`src/igd_pkg.sv`:
```
// Shared types and constants of the input gearbox deserializer
package igd_pkg;

   // Gearbox mode, static while a stream runs
   typedef enum logic [1:0] {
      igd_seven_bit_mode         = 2'b00,
      single_eight_bit_ddr_mode  = 2'b01,
      dual_four_bit_ddr_mode     = 2'b10
   } igd_mode_e;

   localparam int        IGD_WORD_W     = 8;
   localparam int        IGD_FIFO_DEPTH = 16;
   localparam logic [3:0] IGD_LEN_SEVEN = 4'h7;
   localparam logic [3:0] IGD_LEN_EIGHT = 4'h8;
   localparam logic [3:0] IGD_LEN_FOUR  = 4'h4;
   // Lane bit positions in dual four-bit mode
   localparam int        IGD_LANE_A_LSB = 4;
   localparam int        IGD_LANE_B_LSB = 0;
   localparam logic [7:0] IGD_WORD_RST  = 8'h00;
   // mclk cycles after reset before edge detection is trusted
   localparam logic [1:0] IGD_WARM_EDGES = 2'h3;

   // One bit per lane, captured on one edge-clock edge
   typedef struct packed {
      logic bit_a;
      logic bit_b;
   } igd_cap_s;

   // Parallel word with the mode it was assembled in
   typedef struct packed {
      logic [IGD_WORD_W-1:0] data;
      igd_mode_e             mode;
   } igd_word_s;

endpackage : igd_pkg

```
`src/igd_sync.sv`:
```
// Two-flop synchroniser for inputs from outside the mclk domain
`timescale 1ns/10ps
module igd_sync #(
   parameter int W = 1
) (
   input  wire logic         mclk,     // System clock
   input  wire logic         reset_n,  // Async reset, active low
   input  wire logic [W-1:0] async_in, // Unsynchronised levels
   output logic      [W-1:0] sync_out  // Levels in mclk domain
);
   logic [W-1:0] meta_q;
   logic [W-1:0] stab_q;

   always_ff @(posedge mclk or negedge reset_n) begin
      if (!reset_n) begin
         meta_q <= '0;
         stab_q <= '0;
      end else begin
         meta_q <= async_in;
         stab_q <= meta_q;
      end
   end

   assign sync_out = stab_q;
endmodule : igd_sync

```
`src/igd_fifo.sv`:
```
// Word FIFO between the gearbox output stage and the core
`timescale 1ns/10ps
module igd_fifo #(
   parameter int W     = 10,
   parameter int DEPTH = 16
) (
   input  wire logic         mclk,      // System clock
   input  wire logic         reset_n,   // Async reset, active low
   input  wire logic         in_valid,  // Write request
   output logic              in_ready,  // Space available
   input  wire logic [W-1:0] in_data,   // Write word
   output logic              out_valid, // Word available
   input  wire logic         out_ready, // Read accept
   output logic      [W-1:0] out_data   // Head word
);
   localparam int AW = $clog2(DEPTH);
   localparam logic [AW:0] FULL_CNT = DEPTH[AW:0];

   logic [W-1:0]  mem_q [DEPTH];
   logic [W-1:0]  mem_d [DEPTH];
   logic [AW-1:0] wr_q, wr_d, rd_q, rd_d;
   logic [AW:0]   cnt_q, cnt_d;
   logic          push, pop;

   assign in_ready  = (cnt_q != FULL_CNT);
   assign out_valid = (cnt_q != '0);
   assign out_data  = mem_q[rd_q];
   assign push      = in_valid & in_ready;
   assign pop       = out_valid & out_ready;

   always_comb begin
      mem_d = mem_q;
      wr_d  = wr_q;
      rd_d  = rd_q;
      cnt_d = cnt_q;
      if (push) begin
         mem_d[wr_q] = in_data;
         wr_d        = wr_q + 1'b1;
      end
      if (pop) begin
         rd_d = rd_q + 1'b1;
      end
      case ({push, pop})
         2'b10:   cnt_d = cnt_q + 1'b1;
         2'b01:   cnt_d = cnt_q - 1'b1;
         default: cnt_d = cnt_q;
      endcase
   end

   always_ff @(posedge mclk or negedge reset_n) begin
      if (!reset_n) begin
         for (int i = 0; i < DEPTH; i++) begin
            mem_q[i] <= '0;
         end
         wr_q  <= '0;
         rd_q  <= '0;
         cnt_q <= '0;
      end else begin
         mem_q <= mem_d;
         wr_q  <= wr_d;
         rd_q  <= rd_d;
         cnt_q <= cnt_d;
      end
   end

   property p_full_blocks;
      @(posedge mclk) disable iff (!reset_n)
      (cnt_q == FULL_CNT) |-> !in_ready && (cnt_d == cnt_q - {{AW{1'b0}}, pop});
   endproperty
   a_full_blocks: assert property (p_full_blocks) else $error("FIFO accepted while full");

   property p_count_track;
      @(posedge mclk) disable iff (!reset_n)
      (push && !pop) |=> (cnt_q == $past(cnt_q) + 1'b1) && out_valid;
   endproperty
   a_count_track: assert property (p_count_track) else $error("FIFO count not advanced");
endmodule : igd_fifo

```
`src/igd_gearbox.sv`:
```
// Input gearbox: edge capture, word alignment, output stage and FIFO
`timescale 1ns/10ps
// Functional notes
// Modes: seven-bit, eight-bit, or dual four-bit
// Output bit placement follows the mode
// Three registered stages from input to word
// Stage one samples on both clock edges
// Stage two aligns under update and select
// Stage three registers word toward core
// Core alignment request slips word boundary
// Serial input taken after input delay
// Reset clears stages and alignment state
module igd_gearbox
   import igd_pkg::*;
(
   input  wire logic               mclk,               // System clock, 125 MHz
   input  wire logic               reset_n,            // Async reset, active low
   input  wire logic               fast_edge_clock,    // Edge clock from the link
   input  wire logic               serial_delayed_a,   // Lane A data after input delay
   input  wire logic               serial_delayed_b,   // Lane B data after input delay
   input  wire igd_pkg::igd_mode_e mode,               // Gearbox mode
   input  wire logic               word_align_request, // Slip boundary by one bit
   output igd_pkg::igd_word_s      word_out,           // Parallel word to core
   output logic                    word_valid,         // Word available
   input  wire logic               word_ready,         // Core takes the word
   output logic                    overrun             // Sticky: word lost
);
   import igd_pkg::*;

   localparam int WORD_BITS = $bits(igd_word_s);

   function automatic logic [3:0] word_len(input igd_mode_e m);
      case (m)
         igd_seven_bit_mode:        word_len = IGD_LEN_SEVEN;
         single_eight_bit_ddr_mode: word_len = IGD_LEN_EIGHT;
         dual_four_bit_ddr_mode:    word_len = IGD_LEN_FOUR;
         default:                   word_len = IGD_LEN_EIGHT;
      endcase
   endfunction : word_len

   // Synchronised link pins
   logic [2:0] sync_pins;
   logic       s_clk;
   igd_cap_s   s_bits;

   // Delayed data taken in
   igd_sync #(.W(3)) u_sync (
      .mclk     (mclk),
      .reset_n  (reset_n),
      .async_in ({fast_edge_clock, serial_delayed_a, serial_delayed_b}),
      .sync_out (sync_pins)
   );

   assign s_clk  = sync_pins[2];
   assign s_bits = igd_cap_s'(sync_pins[1:0]);

   // Stage one state
   logic       clk_prev_q, clk_prev_d;
   igd_cap_s   cap_q, cap_d;
   logic       cap_vld_q, cap_vld_d;
   logic       cap_en;
   // Sync warm-up, hides a false edge after reset
   logic [1:0] warm_q, warm_d;
   logic       warm_done;

   // Control and stage two state
   igd_mode_e  mode_q, mode_d;
   logic       slip_q, slip_d;
   logic [3:0] cnt_q, cnt_d;
   logic [7:0] sh_a_q, sh_a_d;
   logic [3:0] sh_b_q, sh_b_d;
   igd_word_s  align_q, align_d;
   logic       align_vld_q, align_vld_d;
   logic       align_select;
   logic       update_strobe;
   logic       take_bit;

   // Stage three state
   igd_word_s  out_q, out_d;
   logic       out_vld_q, out_vld_d;
   logic       overrun_q, overrun_d;
   logic       fifo_in_ready;
   logic       out_load;

   // Rising and falling edges
   assign warm_done = (warm_q == IGD_WARM_EDGES);
   assign cap_en    = (s_clk ^ clk_prev_q) & warm_done;

   always_comb begin
      clk_prev_d = s_clk;
      cap_vld_d  = cap_en;
      cap_d      = cap_en ? s_bits : cap_q;
      warm_d     = warm_done ? warm_q : warm_q + 2'h1;
   end

   // Slip consumes one bit
   assign align_select  = slip_q & cap_vld_q;
   assign take_bit      = cap_vld_q & ~align_select;
   // Word boundary update
   assign update_strobe = take_bit & (cnt_q == word_len(mode_q) - 4'h1);

   always_comb begin
      mode_d      = mode;
      slip_d      = slip_q;
      cnt_d       = cnt_q;
      sh_a_d      = sh_a_q;
      sh_b_d      = sh_b_q;
      align_d     = align_q;
      align_vld_d = update_strobe;
      // Request sets, set wins
      if (align_select) begin
         slip_d = 1'b0;
      end
      if (word_align_request) begin
         slip_d = 1'b1;
      end
      if (take_bit) begin
         sh_a_d = {sh_a_q[6:0], cap_q.bit_a};
         sh_b_d = {sh_b_q[2:0], cap_q.bit_b};
         cnt_d  = update_strobe ? 4'h0 : cnt_q + 4'h1;
      end
      // Mode change restarts the word
      if (mode != mode_q) begin
         cnt_d = 4'h0;
      end
      // Bit placement per mode
      if (update_strobe) begin
         align_d.mode = mode_q;
         case (mode_q)
            igd_seven_bit_mode: begin
               align_d.data = {1'b0, sh_a_q[5:0], cap_q.bit_a};
            end
            single_eight_bit_ddr_mode: begin
               align_d.data = {sh_a_q[6:0], cap_q.bit_a};
            end
            dual_four_bit_ddr_mode: begin
               align_d.data[IGD_LANE_A_LSB +: 4] = {sh_a_q[2:0], cap_q.bit_a};
               align_d.data[IGD_LANE_B_LSB +: 4] = {sh_b_q[2:0], cap_q.bit_b};
            end
            default: begin
               align_d.data = IGD_WORD_RST;
            end
         endcase
      end
   end

   // Output stage loads when free
   assign out_load = align_vld_q & (~out_vld_q | fifo_in_ready);

   always_comb begin
      out_d     = out_q;
      out_vld_d = out_vld_q;
      overrun_d = overrun_q;
      if (out_vld_q && fifo_in_ready) begin
         out_vld_d = 1'b0;
      end
      if (out_load) begin
         out_d     = align_q;
         out_vld_d = 1'b1;
      end
      if (align_vld_q && !out_load) begin
         overrun_d = 1'b1;
      end
   end

   // Three pipeline stages
   // Reset clears every stage
   always_ff @(posedge mclk or negedge reset_n) begin
      if (!reset_n) begin
         clk_prev_q  <= 1'b0;
         warm_q      <= 2'h0;
         cap_q       <= '0;
         cap_vld_q   <= 1'b0;
         mode_q      <= igd_seven_bit_mode;
         slip_q      <= 1'b0;
         cnt_q       <= 4'h0;
         sh_a_q      <= 8'h00;
         sh_b_q      <= 4'h0;
         align_q     <= '0;
         align_vld_q <= 1'b0;
         out_q       <= '0;
         out_vld_q   <= 1'b0;
         overrun_q   <= 1'b0;
      end else begin
         clk_prev_q  <= clk_prev_d;
         warm_q      <= warm_d;
         cap_q       <= cap_d;
         cap_vld_q   <= cap_vld_d;
         mode_q      <= mode_d;
         slip_q      <= slip_d;
         cnt_q       <= cnt_d;
         sh_a_q      <= sh_a_d;
         sh_b_q      <= sh_b_d;
         align_q     <= align_d;
         align_vld_q <= align_vld_d;
         out_q       <= out_d;
         out_vld_q   <= out_vld_d;
         overrun_q   <= overrun_d;
      end
   end

   logic [WORD_BITS-1:0] fifo_out;

   igd_fifo #(.W(WORD_BITS), .DEPTH(IGD_FIFO_DEPTH)) u_fifo (
      .mclk      (mclk),
      .reset_n   (reset_n),
      .in_valid  (out_vld_q),
      .in_ready  (fifo_in_ready),
      .in_data   (out_q),
      .out_valid (word_valid),
      .out_ready (word_ready),
      .out_data  (fifo_out)
   );

   assign word_out = igd_word_s'(fifo_out);
   assign overrun  = overrun_q;

   property p_cap_edge;
      @(posedge mclk) disable iff (!reset_n)
      cap_en |=> cap_vld_q && (cap_q == $past(s_bits));
   endproperty
   a_cap_edge: assert property (p_cap_edge) else $error("Edge sample missed");

   property p_both_edges;
      @(posedge mclk) disable iff (!reset_n)
      ($fell(s_clk) && warm_done) |-> cap_en;
   endproperty
   a_both_edges: assert property (p_both_edges) else $error("Falling edge ignored");

   property p_slip_set;
      @(posedge mclk) disable iff (!reset_n)
      word_align_request |=> slip_q;
   endproperty
   a_slip_set: assert property (p_slip_set) else $error("Align request lost");

   property p_slip_holds_count;
      @(posedge mclk) disable iff (!reset_n)
      (align_select && mode == mode_q) |=> (cnt_q == $past(cnt_q)) && !align_vld_q;
   endproperty
   a_slip_holds_count: assert property (p_slip_holds_count) else $error("Slip bit counted");

   property p_eight_len;
      @(posedge mclk) disable iff (!reset_n)
      (update_strobe && mode_q == single_eight_bit_ddr_mode) |-> (cnt_q == 4'h7);
   endproperty
   a_eight_len: assert property (p_eight_len) else $error("Eight-bit word length wrong");

   property p_seven_top;
      @(posedge mclk) disable iff (!reset_n)
      (align_vld_q && align_q.mode == igd_seven_bit_mode) |-> !align_q.data[7];
   endproperty
   a_seven_top: assert property (p_seven_top) else $error("Seven-bit word uses bit 7");

   property p_dual_lanes;
      @(posedge mclk) disable iff (!reset_n)
      (update_strobe && mode_q == dual_four_bit_ddr_mode)
         |=> align_q.data[4] == $past(cap_q.bit_a) && align_q.data[0] == $past(cap_q.bit_b);
   endproperty
   a_dual_lanes: assert property (p_dual_lanes) else $error("Lane bits misplaced");

   property p_stage_three;
      @(posedge mclk) disable iff (!reset_n)
      (align_vld_q && !out_vld_q) |=> out_vld_q && (out_q == $past(align_q));
   endproperty
   a_stage_three: assert property (p_stage_three) else $error("Output stage not loaded");

   property p_pipeline;
      @(posedge mclk) disable iff (!reset_n)
      update_strobe |=> align_vld_q ##1 out_vld_q;
   endproperty
   a_pipeline: assert property (p_pipeline) else $error("Pipeline stage skipped");

   property p_reset_clear;
      @(posedge mclk) disable iff (!reset_n)
      $rose(reset_n) |-> !word_valid && !out_vld_q && !slip_q && (word_out.data == IGD_WORD_RST);
   endproperty
   a_reset_clear: assert property (p_reset_clear) else $error("State not cleared by reset");

   property p_mode_restart;
      @(posedge mclk) disable iff (!reset_n)
      (mode != mode_q) |=> (cnt_q == 4'h0);
   endproperty
   a_mode_restart: assert property (p_mode_restart) else $error("Mode change count");

   property p_short_len;
      @(posedge mclk) disable iff (!reset_n)
      (update_strobe && mode_q != single_eight_bit_ddr_mode)
         |-> (cnt_q == ((mode_q == igd_seven_bit_mode) ? 4'h6 : 4'h3));
   endproperty
   a_short_len: assert property (p_short_len) else $error("Short word length wrong");

   property p_slip_clear;
      @(posedge mclk) disable iff (!reset_n)
      (align_select && !word_align_request) |=> !slip_q;
   endproperty
   a_slip_clear: assert property (p_slip_clear) else $error("Slip applied twice");

   property p_drop_flag;
      @(posedge mclk) disable iff (!reset_n)
      (align_vld_q && out_vld_q && !fifo_in_ready) |=> overrun_q;
   endproperty
   a_drop_flag: assert property (p_drop_flag) else $error("Lost word not flagged");

   property p_drop_sticky;
      @(posedge mclk) disable iff (!reset_n)
      overrun_q |=> overrun_q;
   endproperty
   a_drop_sticky: assert property (p_drop_sticky) else $error("Overrun flag cleared");
endmodule : igd_gearbox

```
`config.mk`:
```
export PLATFORM = sky130hd
export DESIGN_NAME = igd_gearbox
export DESIGN_NICKNAME = d
export VERILOG_FILES = /design/src/igd_pkg.sv /design/src/igd_sync.sv /design/src/igd_fifo.sv /design/src/igd_gearbox.sv
export SDC_FILE = /design/constraint.sdc
export NUM_CORES = 1
export LEC_CHECK = 0
export BUFFER_PORTS_ARGS = -buffer_cell sky130_fd_sc_hd__buf_2
export CORE_ASPECT_RATIO = 0.8
export CORE_MARGIN = 8
export CORE_UTILIZATION = 40
export CTS_BUF_LIST = sky130_fd_sc_hd__clkbuf_8
export CTS_CLUSTER_SIZE = 24
export DETAILED_ROUTE_END_ITERATION = 12
export HOLD_SLACK_MARGIN = 0.12
export PLACE_DENSITY = 0.58
export SETUP_SLACK_MARGIN = 0.02
export SLEW_MARGIN = 20
export SYNTH_ARGS = -nofsm -noshare
export SYNTH_HDL_FRONTEND = slang
export SYNTH_SLANG_ARGS = --single-unit
```
`constraint.sdc`:
```
create_clock -name mclk -period 4.9 [get_ports mclk]
set_input_delay 0.49 -clock mclk [delete_from_list [all_inputs] [get_ports mclk]]
set_output_delay 0.49 -clock mclk [all_outputs]
set_load 0.1 [all_outputs]
```
# Word-level counts from Yosys, hierarchy flattened
# Index checks and enable logic that the tools add are counted.
[word_totals] memories=0 ff_bits=225 rom_bits=0 ramBits=0 latchBits=0
[classes] n_mul=0 n_div=0 n_addsub=7 muxes=16 n_shift=0 reduce_logical=10 bitwise_logic=13 n_eq_ne=8 magnitude_cmp=3
[op_table] op="bitwise mux 160 bit" n=1
[op_table] op="binary-select mux 10 bit (select 4 bit)" n=1
[op_table] op="demux 10 bit (select 4 bit)" n=1
[op_table] op="2-to-1 mux 10 bit" n=3
[op_table] op="one-hot mux 8 bit (3 select lines)" n=1
[op_table] op="adder 4 x 1 -> 4 bit (second input constant)" n=3
[op_table] op="2-to-1 mux 4 bit" n=3
[op_table] op=">= comparator 5 bit (second input constant)" n=2
[op_table] op="NOT 4 -> 5 bit" n=2
[op_table] op="one-hot mux 5 bit (2 select lines)" n=1
[op_table] op="one-hot mux 4 bit (2 select lines)" n=1
[op_table] op="nonzero test 2 bit" n=4
[op_table] op="bitwise AND 1 bit" n=7
[op_table] op="equality test 2 bit (second input constant)" n=3
[op_table] op="adder 5 x 1 -> 5 bit (second input constant)" n=1
[op_table] op="< comparator 5 x 1 -> 1 bit (second input constant)" n=1
[op_table] op="inequality test 5 bit (second input constant)" n=1
[op_table] op="nonzero test 5 bit" n=1
[op_table] op="subtractor 5 x 1 -> 5 bit (second input constant)" n=1
[op_table] op="equality test 2 x 1 -> 1 bit (second input constant)" n=2
[op_table] op="equality test 4 bit" n=1
[op_table] op="2-to-1 mux 1 bit" n=4
[op_table] op="subtractor 4 x 1 -> 4 bit (second input constant)" n=1
[op_table] op="logical AND 1 bit" n=3
[op_table] op="other kinds (7)" n=8

# Longest topological paths before layout
# Gate-level depths: netlist (run 1).
[logic_depth] ltp_word=8 depth_mapped=11 ltp_nobuf=9

# By module
# From an unflattened synthesis (run 1), not the netlist that was laid out.
[hier_totals] hier_cells=721 area_unflattened_um2=10302.4
[by_module_without_submodules] mod="igd_fifo" instances=1 cells_each=549 seq_area_each_um2=4329.2 area_per_inst_um2=8230.4
[by_module_without_submodules] mod="igd_gearbox" instances=1 cells_each=166 seq_area_each_um2=1151.1 area_per_inst_um2=1921.8
[by_module_without_submodules] mod="igd_sync" instances=1 cells_each=6 seq_area_each_um2=150.1 area_per_inst_um2=150.1

# Worst setup path before layout (run 1)
# No wires, ideal clock.
[synth_timing] path_type="register -> output" startpoint="register u_fifo.rd_q[0]" endpoint="output port word_out[1] (netlist bit)" slack_ps=2265 required_time_ps=4410 n_path_buf=2 stages_incl_launch_ff=6 t_arrival_ps=2145 cell_sequence="dfrtp_1 > clkbuf_1 > buf_2 > mux4_2 > a22oi_1 > nand2_1"
[synth_lines] element="from (decl)" line_no="igd_fifo.sv:21" rtl="logic [AW-1:0] wr_q, wr_d, rd_q, rd_d;"
[synth_lines] element="from (signal assigned)" line_no="igd_fifo.sv:61" rtl="rd_q <= rd_d;"
[synth_lines] element="to (decl)" line_no="igd_gearbox.sv:23" rtl="output igd_pkg::igd_word_s word_out,"

==> results by group, run 1 <==
Status
  • Status: finished clean

Final layout
  • Most frequent cells in the layout: dfrtp_1 (223), mux2_2 (94), mux2_4 (90)
  • Post-layout instance area: 11700 um^2
  • Share of cells above drive strength 1: 44.3%
  • Post-layout util: 45.0%
  • Commonest non-fill, non-tap cell in the layout: dfrtp_1
  • Nets: 744
  • Area growth syn-to-layout: 10.9%
  • Inserted Diodes: 0
  • Fin cells: 1104

Timing
  • Final setup fails: 0
  • Max Transition Viols Final: 0
  • Tcrit/Tclk final: 70.6%
  • RSZ-0062 raised after global routing: false
  • Fin Setup TNS: 0 ns
  • Fmax: 289 MHz
  • Worst Skew: 0.00872 ns
  • Worst relative slew slack: 33.6%
  • Tmin final: 3.46 ns
  • Worst-margin pin slew: 0.995 ns
  • Hold Fails Final Rpt: 0

Placed design
  • Gpl congestion: 0.740
  • Placed cells: 1031
  • Placed Instance Area: 10900 um^2
  • Final HPWL DP: 14100 um
  • Port Buf Inserts: 20

Clock network
  • Clock Sinks: 225
  • Longest Clk Path Bufs: 3
  • Worst-path clk slew: 0.06 ns
  • CTS resizes: 0
  • Post CTS Setup Buffer Count: 0
  • CTS Hold Bufs: 6
  • Clock latency on the worst-skew pair: 0.53 ns
  • CTS Buf Count: 39
  • CTS tree: yes
  • Clk root buf: clkbuf_8
  • # H-tree levels: 2

Job
  • MaxCap Viol Count: 0

Pwr
  • Internal power: 3.18 mW
  • Sw frac: 28.6%
  • Peak VDD IR: 0.246 mV
  • Clock power frac: 38.5%
  • Leak Pwr: 5.55 nW
  • Switching power: 1.28 mW
  • Reg power frac: 47.4%
  • Comb pwr share: 14.0%
  • Pwr dens: 379 nW/um^2

Synth
  • Post-Synth Adder-Cell Area: 1.49%
  • Synth Flop Type: dfrtp_1
  • Sequential area share after synthesis: 53.2%
  • Ranking of synthesized cells by area: dfrtp_1 (53%), mux2_4 (13%), mux2_2 (10%)
  • Synth warn: 0
  • Synth Cell Area: 10600 um^2
  • Post-synth top area share: 53.2%
  • Main combinational cell family by area after synthesis: multiplexers
  • Synth Area in XOR/XNOR: 1.08%
  • Complex-gate fraction of the synthesized area: 3.44%
  • Synth Instances: 691
  • Seq cells post-synth: 225
  • Post-synth ARST share: 100%
  • Post-Synth Simple-Gate Area: 5.62%
  • Syn nets: 712
  • Cell variety after synth: 45
  • Post-synth EDFFs: 0
  • Syn Area/Cell: 15.3 um^2
  • Post-synth top area cell: dfrtp_1
  • Mux cell area share after synthesis: 31.4%

Floorplan
  • Row Count: 53
  • Die height: 162 um
  • Core area: 26100 um^2
  • Die area: 32000 um^2
  • Die Span X: 198 um
  • Initial core utilization: 40.5%
  • I/O pins: 21

Routing
  • Wire length per cell: 20.4 um
  • Antenna viol nets, final: 0
  • WL final: 22500 um
  • Initial DRC Count: 253
  • Vias/cell: 5.24
  • DRT Pass-1 Iters: 4
  • DRC violations left: 0
  • Via count: 5780

Critical path
  • CP peak stage delay: 0.90 ns
  • CP arrival: 2.97 ns
  • Type of the worst setup path: flip-flop to primary output
  • Worst setup SP type: flip-flop
  • Critical path endpoint category: primary output
  • CP max stage cell: dfrtp_2
  • Buf+Inv Stages, Crit Path: 2
  • Crit-path leading delay family: flip-flops
  • Worst-path cell chain: buf_4 -> mux4_2 -> a22oi_1 -> nand2_1 -> buf_2
  • Worst Path Max Fanout: 25
  • WP data required: 4.41 ns

Global routing
  • First-pass GRT wire length: 36500 um
  • Number of global-route vias before repair: 6319
  • Initial antenna violation count: 0
  • Total GRT Usage: 14.5%
  • Largest net degree at the start of global routing: 139
  • GRT Residual Overflow: 0

Min path
  • Hold Crit Class: flip-flop to flip-flop
cell families after synthesis:
| kind of cell | after synthesis |
|---|---|
| flip-flops | 225 |
| AND/OR/NAND/NOR | 99 |
| AO/OA/AOI/OAI | 56 |
| multiplexers | 225 |
| adder cells (fa/ha/maj) | 12 |
| buffers and inverters | 61 |
| XOR/XNOR | 13 |
cell type report:
cell class	instances	area (um^2)
fillers	2342	14400
flip-flops and latches	225	5630
multi-input cells	405	4550
clock buffers	50	688
well taps	357	447
repair buffers	36	268
clock inverters	15	96.3
inverters	16	60.1
worst reg2reg max path: stages, from the launching register on:
cell	delay (ns)
dfrtp_1	0.45
nor4_4	0.43
a21boi_1	0.28
ha_1	0.41
fa_1	0.46
a21oi_1	0.26
o21ai_0	0.16
o311ai_0	0.33
final timing paths:
path | startpoint | endpoint | slack (ns) | depth (start not counted)
hold / removal | u_sync.meta_q[2]$_DFF_PN0_ | u_sync.sync_out[2]$_DFF_PN0_ | 0.35 | 0
min in group asynchronous | reset_n | u_fifo.mem_q[30]$_DFFE_PN0P_ | 0.46 | 2
max in group asynchronous | reset_n | u_fifo.mem_q[94]$_DFFE_PN0P_ | 3.00 | 4
setup reg to reg | u_fifo.cnt_q[1]$_DFFE_PN0P_ | u_fifo.cnt_q[4]$_DFFE_PN0P_ | 2.00 | 7
hold reg to reg | u_sync.meta_q[2]$_DFF_PN0_ | u_sync.sync_out[2]$_DFF_PN0_ | 0.35 | 0
setup / recovery | u_fifo.rd_q[0]$_DFFE_PN0P_ | word_out[0] | 1.44 | 5
routing by layer:
layer	up-vias	routed length [um]	global-route usage, %
met5	-	0	0
met4	0	518	4.54
li1	2574	-	-
met2	127	10300	22.5
met3	46	1170	3.58
met1	3033	10500	19.8
sequential cells by signal, indices dropped and copies added (netlist names), 3 cells and up:
name / cells
align_q: 10
out_q: 10
u_fifo.cnt_q: 5
u_fifo.wr_q: 4
u_sync.sync_out: 3
u_sync.meta_q: 3
u_fifo.rd_q: 4
sh_b_q: 3
sh_a_q: 7
u_fifo.mem_q: 160
cnt_q: 4
power groups by stage:
stage	clock network, mW	registers, mW	logic, mW
global placement	0	2.15	0.600
CTS	1.79	2.12	0.630
floorplan	0	2.03	0.524
finish	1.72	2.11	0.625
global route	1.86	2.13	0.680
detailed placement	0	2.15	0.622
per-stage QoR:
stage / total power [mW] / hold WS, ns / setup slack, ns
finish: 4.46 / 0.351 / 1.44
global route: 4.68 / 0.357 / 1.22
CTS: 4.53 / 0.125 / 1.34
detailed placement: 2.77 / 0.341 / 1.92
global placement: 2.75 / 0.341 / 1.91
floorplan: 2.55 / 0.194 / 2.26
synth_stat cells, drive strengths merged, types with 5 or more instances:
master	instances
ha	11
dfrtp	225
nand3	7
inv	16
and3	13
a21oi	5
o21ai	21
a22oi	20
mux2	184
nand2	49
clkbuf	23
mux4	40
xnor2	11
buf	22
nor2b	9
Note: power is estimated with default switching activity, not from simulation.
==> run 2, diff against run 1 <==
PLACE_DENSITY = 0.6   (was 0.58)
clock period = 3.1 ns   (was 4.9 ns; I/O delays follow)
==> run 2 against run 1 <==
  * Utilization is 0.27 points lower
  * Sequential share of layout area is 0.28 points higher
  * Die area stayed put
  * Sequential power is 52% higher
==> results by group, run 2 (synthesized netlist as in run 1, its figures left out) <==
Status
  • Status: finished clean (unchanged)

Pwr
  • Leak Pwr: 5.55 nW (about the same)
  • Pwr dens: 579 nW/um^2 (was 379 nW/um^2)
  • Peak VDD IR: 0.325 mV (was 0.246 mV)

Critical path
  • R2r setup slk: 0.29 ns (was 2.00 ns)
  • Type of the worst setup path: flip-flop to primary output (unchanged)
  • Crit-path leading delay family: buffers and inverters (was flip-flops)
  • R2R cell count: 7 (unchanged)
  • Critical path endpoint category: primary output (unchanged)
  • Worst Path Max Fanout: 32 (was 25)
  • CP max stage cell: mux4_2 (was dfrtp_2)
  • Worst-path cell chain: buf_12 -> mux4_2 -> a22oi_1 -> nand2_1 -> buf_2 (was buf_4 -> mux4_2 -> a22oi_1 -> nand2_1 -> buf_2)
  • CP arrival: 2.55 ns (was 2.97 ns)
  • WP data required: 2.79 ns (was 4.41 ns)
  • Reg2reg end: u_fifo.cnt_q[4]$_DFFE_PN0P_ (unchanged)
  • Crit Reg-Reg Startpoint: u_fifo.cnt_q[1]$_DFFE_PN0P_ (unchanged)
  • Worst setup SP type: flip-flop (unchanged)
  • Buf+Inv Stages, Crit Path: 2 (unchanged)
  • CP peak stage delay: 0.54 ns (was 0.90 ns)

Timing
  • Tmin final: 2.86 ns
  • Fin Setup TNS: 0 ns (unchanged)
  • Tcrit/Tclk final: 92.1%
  • Max Transition Viols Final: 0 (unchanged)
  • Final setup margin: 0.244 ns (was 1.44 ns)
  • Final setup fails: 0 (unchanged)
  • Fmax: 350 MHz
  • Worst-margin pin slew: 0.806 ns (was 0.995 ns)
  • Hold Fails Final Rpt: 0 (unchanged)
  • Worst Skew: 0.0238 ns (was 0.00872 ns)
  • Worst relative slew slack: 46.0% (was 33.6%)
  • RSZ-0062 raised after global routing: false (unchanged)

Global routing
  • Initial antenna violation count: 0 (unchanged)
  • Number of global-route vias before repair: 6437 (was 6319)
  • GRT Residual Overflow: 0 (unchanged)
  • Total GRT Usage: 13.8% (was 14.5%)
  • First-pass GRT wire length: 35600 um (was 36500 um)
  • Largest net degree at the start of global routing: 95 (was 139)

Floorplan
  • Core area: 26100 um^2 (unchanged)
  • Die height: 162 um (unchanged)
  • Die Span X: 198 um (unchanged)
  • I/O pins: 21 (unchanged)
  • Die area: 32000 um^2 (unchanged)
  • Initial core utilization: 40.5% (unchanged)
  • Row Count: 53 (unchanged)

Min path
  • Worst Hold Launch: word_ready (was u_sync.meta_q[2]$_DFF_PN0_)
  • Hold Crit Class: input port to flip-flop (was flip-flop to flip-flop)
  • WHS Endpoint: u_fifo.rd_q[0]$_DFFE_PN0P_ (was u_sync.sync_out[2]$_DFF_PN0_)
  • WHS Path Cells: 3 (was 0)

Placed design
  • Placed Instance Area: 10900 um^2 (about the same)
  • Setup WS pre-CTS: 0.334 ns (was 1.92 ns)
  • Gpl congestion: 0.748 (was 0.740)
  • Final HPWL DP: 13700 um (was 14100 um)
  • Port Buf Inserts: 20 (unchanged)
  • Placed cells: 1034 (was 1031)

Final layout
  • Commonest non-fill, non-tap cell in the layout: dfrtp_1 (unchanged)
  • Inserted Diodes: 0 (unchanged)
  • Most frequent cells in the layout: dfrtp_1 (224), mux2_2 (94), mux2_4 (90) (was dfrtp_1 (223), mux2_2 (94), mux2_4 (90))
  • Nets: 745 (was 744)
  • Largest registers: u_fifo.mem_q x160, align_q x10, out_q x10 (unchanged)
  • Biggest register: u_fifo.mem_q (unchanged)
  • Area growth syn-to-layout: 10.2% (was 10.9%)
  • Post-layout instance area: 11700 um^2 (about the same)
  • Share of cells above drive strength 1: 42.5% (was 44.3%)
  • Largest register FFs: 160 (unchanged)
  • Fin cells: 1105 (was 1104)
  • Post-layout util: 44.7% (was 45.0%)

Clock network
  • CTS tree: yes (unchanged)
  • Worst-path clk slew: 0.07 ns (was 0.06 ns)
  • Longest Clk Path Bufs: 3 (unchanged)
  • # H-tree levels: 2 (unchanged)
  • Clk root buf: clkbuf_8 (unchanged)
  • Clock Sinks: 225 (unchanged)
  • Clock latency on the worst-skew pair: 0.52 ns (was 0.53 ns)
  • CTS Buf Count: 38 (was 39)

Routing
  • Initial DRC Count: 231 (was 253)
  • DRT Pass-1 Iters: 4 (unchanged)
  • Via count: 5703 (was 5780)
  • WL final: 21200 um (was 22500 um)
  • Wire length per cell: 19.2 um (was 20.4 um)
  • Antenna viol nets, final: 0 (unchanged)
  • Vias/cell: 5.16 (was 5.24)
  • DRC violations left: 0 (unchanged)

Job
  • MaxCap Viol Count: 0 (unchanged)
run 2: routing by layer:
layer  wire length [um]  track usage [%]  vias to the layer above
met5                  0                0                        -
met4                357             4.03                        0
met3                856             2.89                       35
met2               9730             21.6                      101
met1              10200             19.0                     2999
li1                   -                -                     2568
run 2: layout make-up:
cell class,count,area (um^2)
clock inverters,20,78.8
well taps,357,447
inverters,16,60.1
fillers,2331,14500
clock buffers,44,606
repair buffers,38,300
multi-input cells,405,4550
flip-flops and latches,225,5630
run 2: worst reg2reg max path, stage by stage, from the launching register on:
cell      delay (ns)
dfrtp_1         0.45
nor4_4          0.41
a21boi_1        0.22
ha_1            0.37
fa_1            0.46
a21oi_1         0.26
o21ai_0         0.15
o311ai_0        0.37
run 2: how the worst max path moves through the flow:
stage | from | to | slack, ns | cells after the start
3_3_place_gp | u_fifo.cnt_q[1]$_DFFE_PN0P_ | u_fifo.cnt_q[4]$_DFFE_PN0P_ | 0.49 | 7
3_5_place_dp | u_fifo.cnt_q[1]$_DFFE_PN0P_ | u_fifo.cnt_q[4]$_DFFE_PN0P_ | 0.33 | 7
4_1_cts | u_fifo.rd_q[2]$_DFFE_PN0P_ | word_out[3] | 0.23 | 4
6_report | u_fifo.rd_q[0]$_DFFE_PN0P_ | word_out[3] | 0.24 | 5
2_1_floorplan | u_fifo.cnt_q[1]$_DFFE_PN0P_ | u_fifo.cnt_q[4]$_DFFE_PN0P_ | 0.55 | 10
5_1_grt | u_fifo.cnt_q[1]$_DFFE_PN0P_ | u_fifo.cnt_q[4]$_DFFE_PN0P_ | 0.08 | 7
run 2: timing repair:
item                                   in CTS  in global routing
buffers inserted                            0                  0
gates resized for setup                     0                  0
endpoints found under the hold margin      97                  0
setup endpoints to repair                   0                  0
hold buffers                                7                  0
run 2: where the power goes:
part / switching [mW] / internal [mW] / total [mW]
combinational: 0.685 / 0.472 / 1.16
sequential: 0.146 / 3.06 / 3.21
clock: 1.12 / 1.28 / 2.40
run 2: through the flow:
stage               hold slack, ns  power (mW)
floorplan                   0.0144        4.04
global route                 0.241        7.13
detailed placement           0.342        4.44
CTS                          0.232        6.90
global placement             0.337        4.38
finish                       0.259        6.77
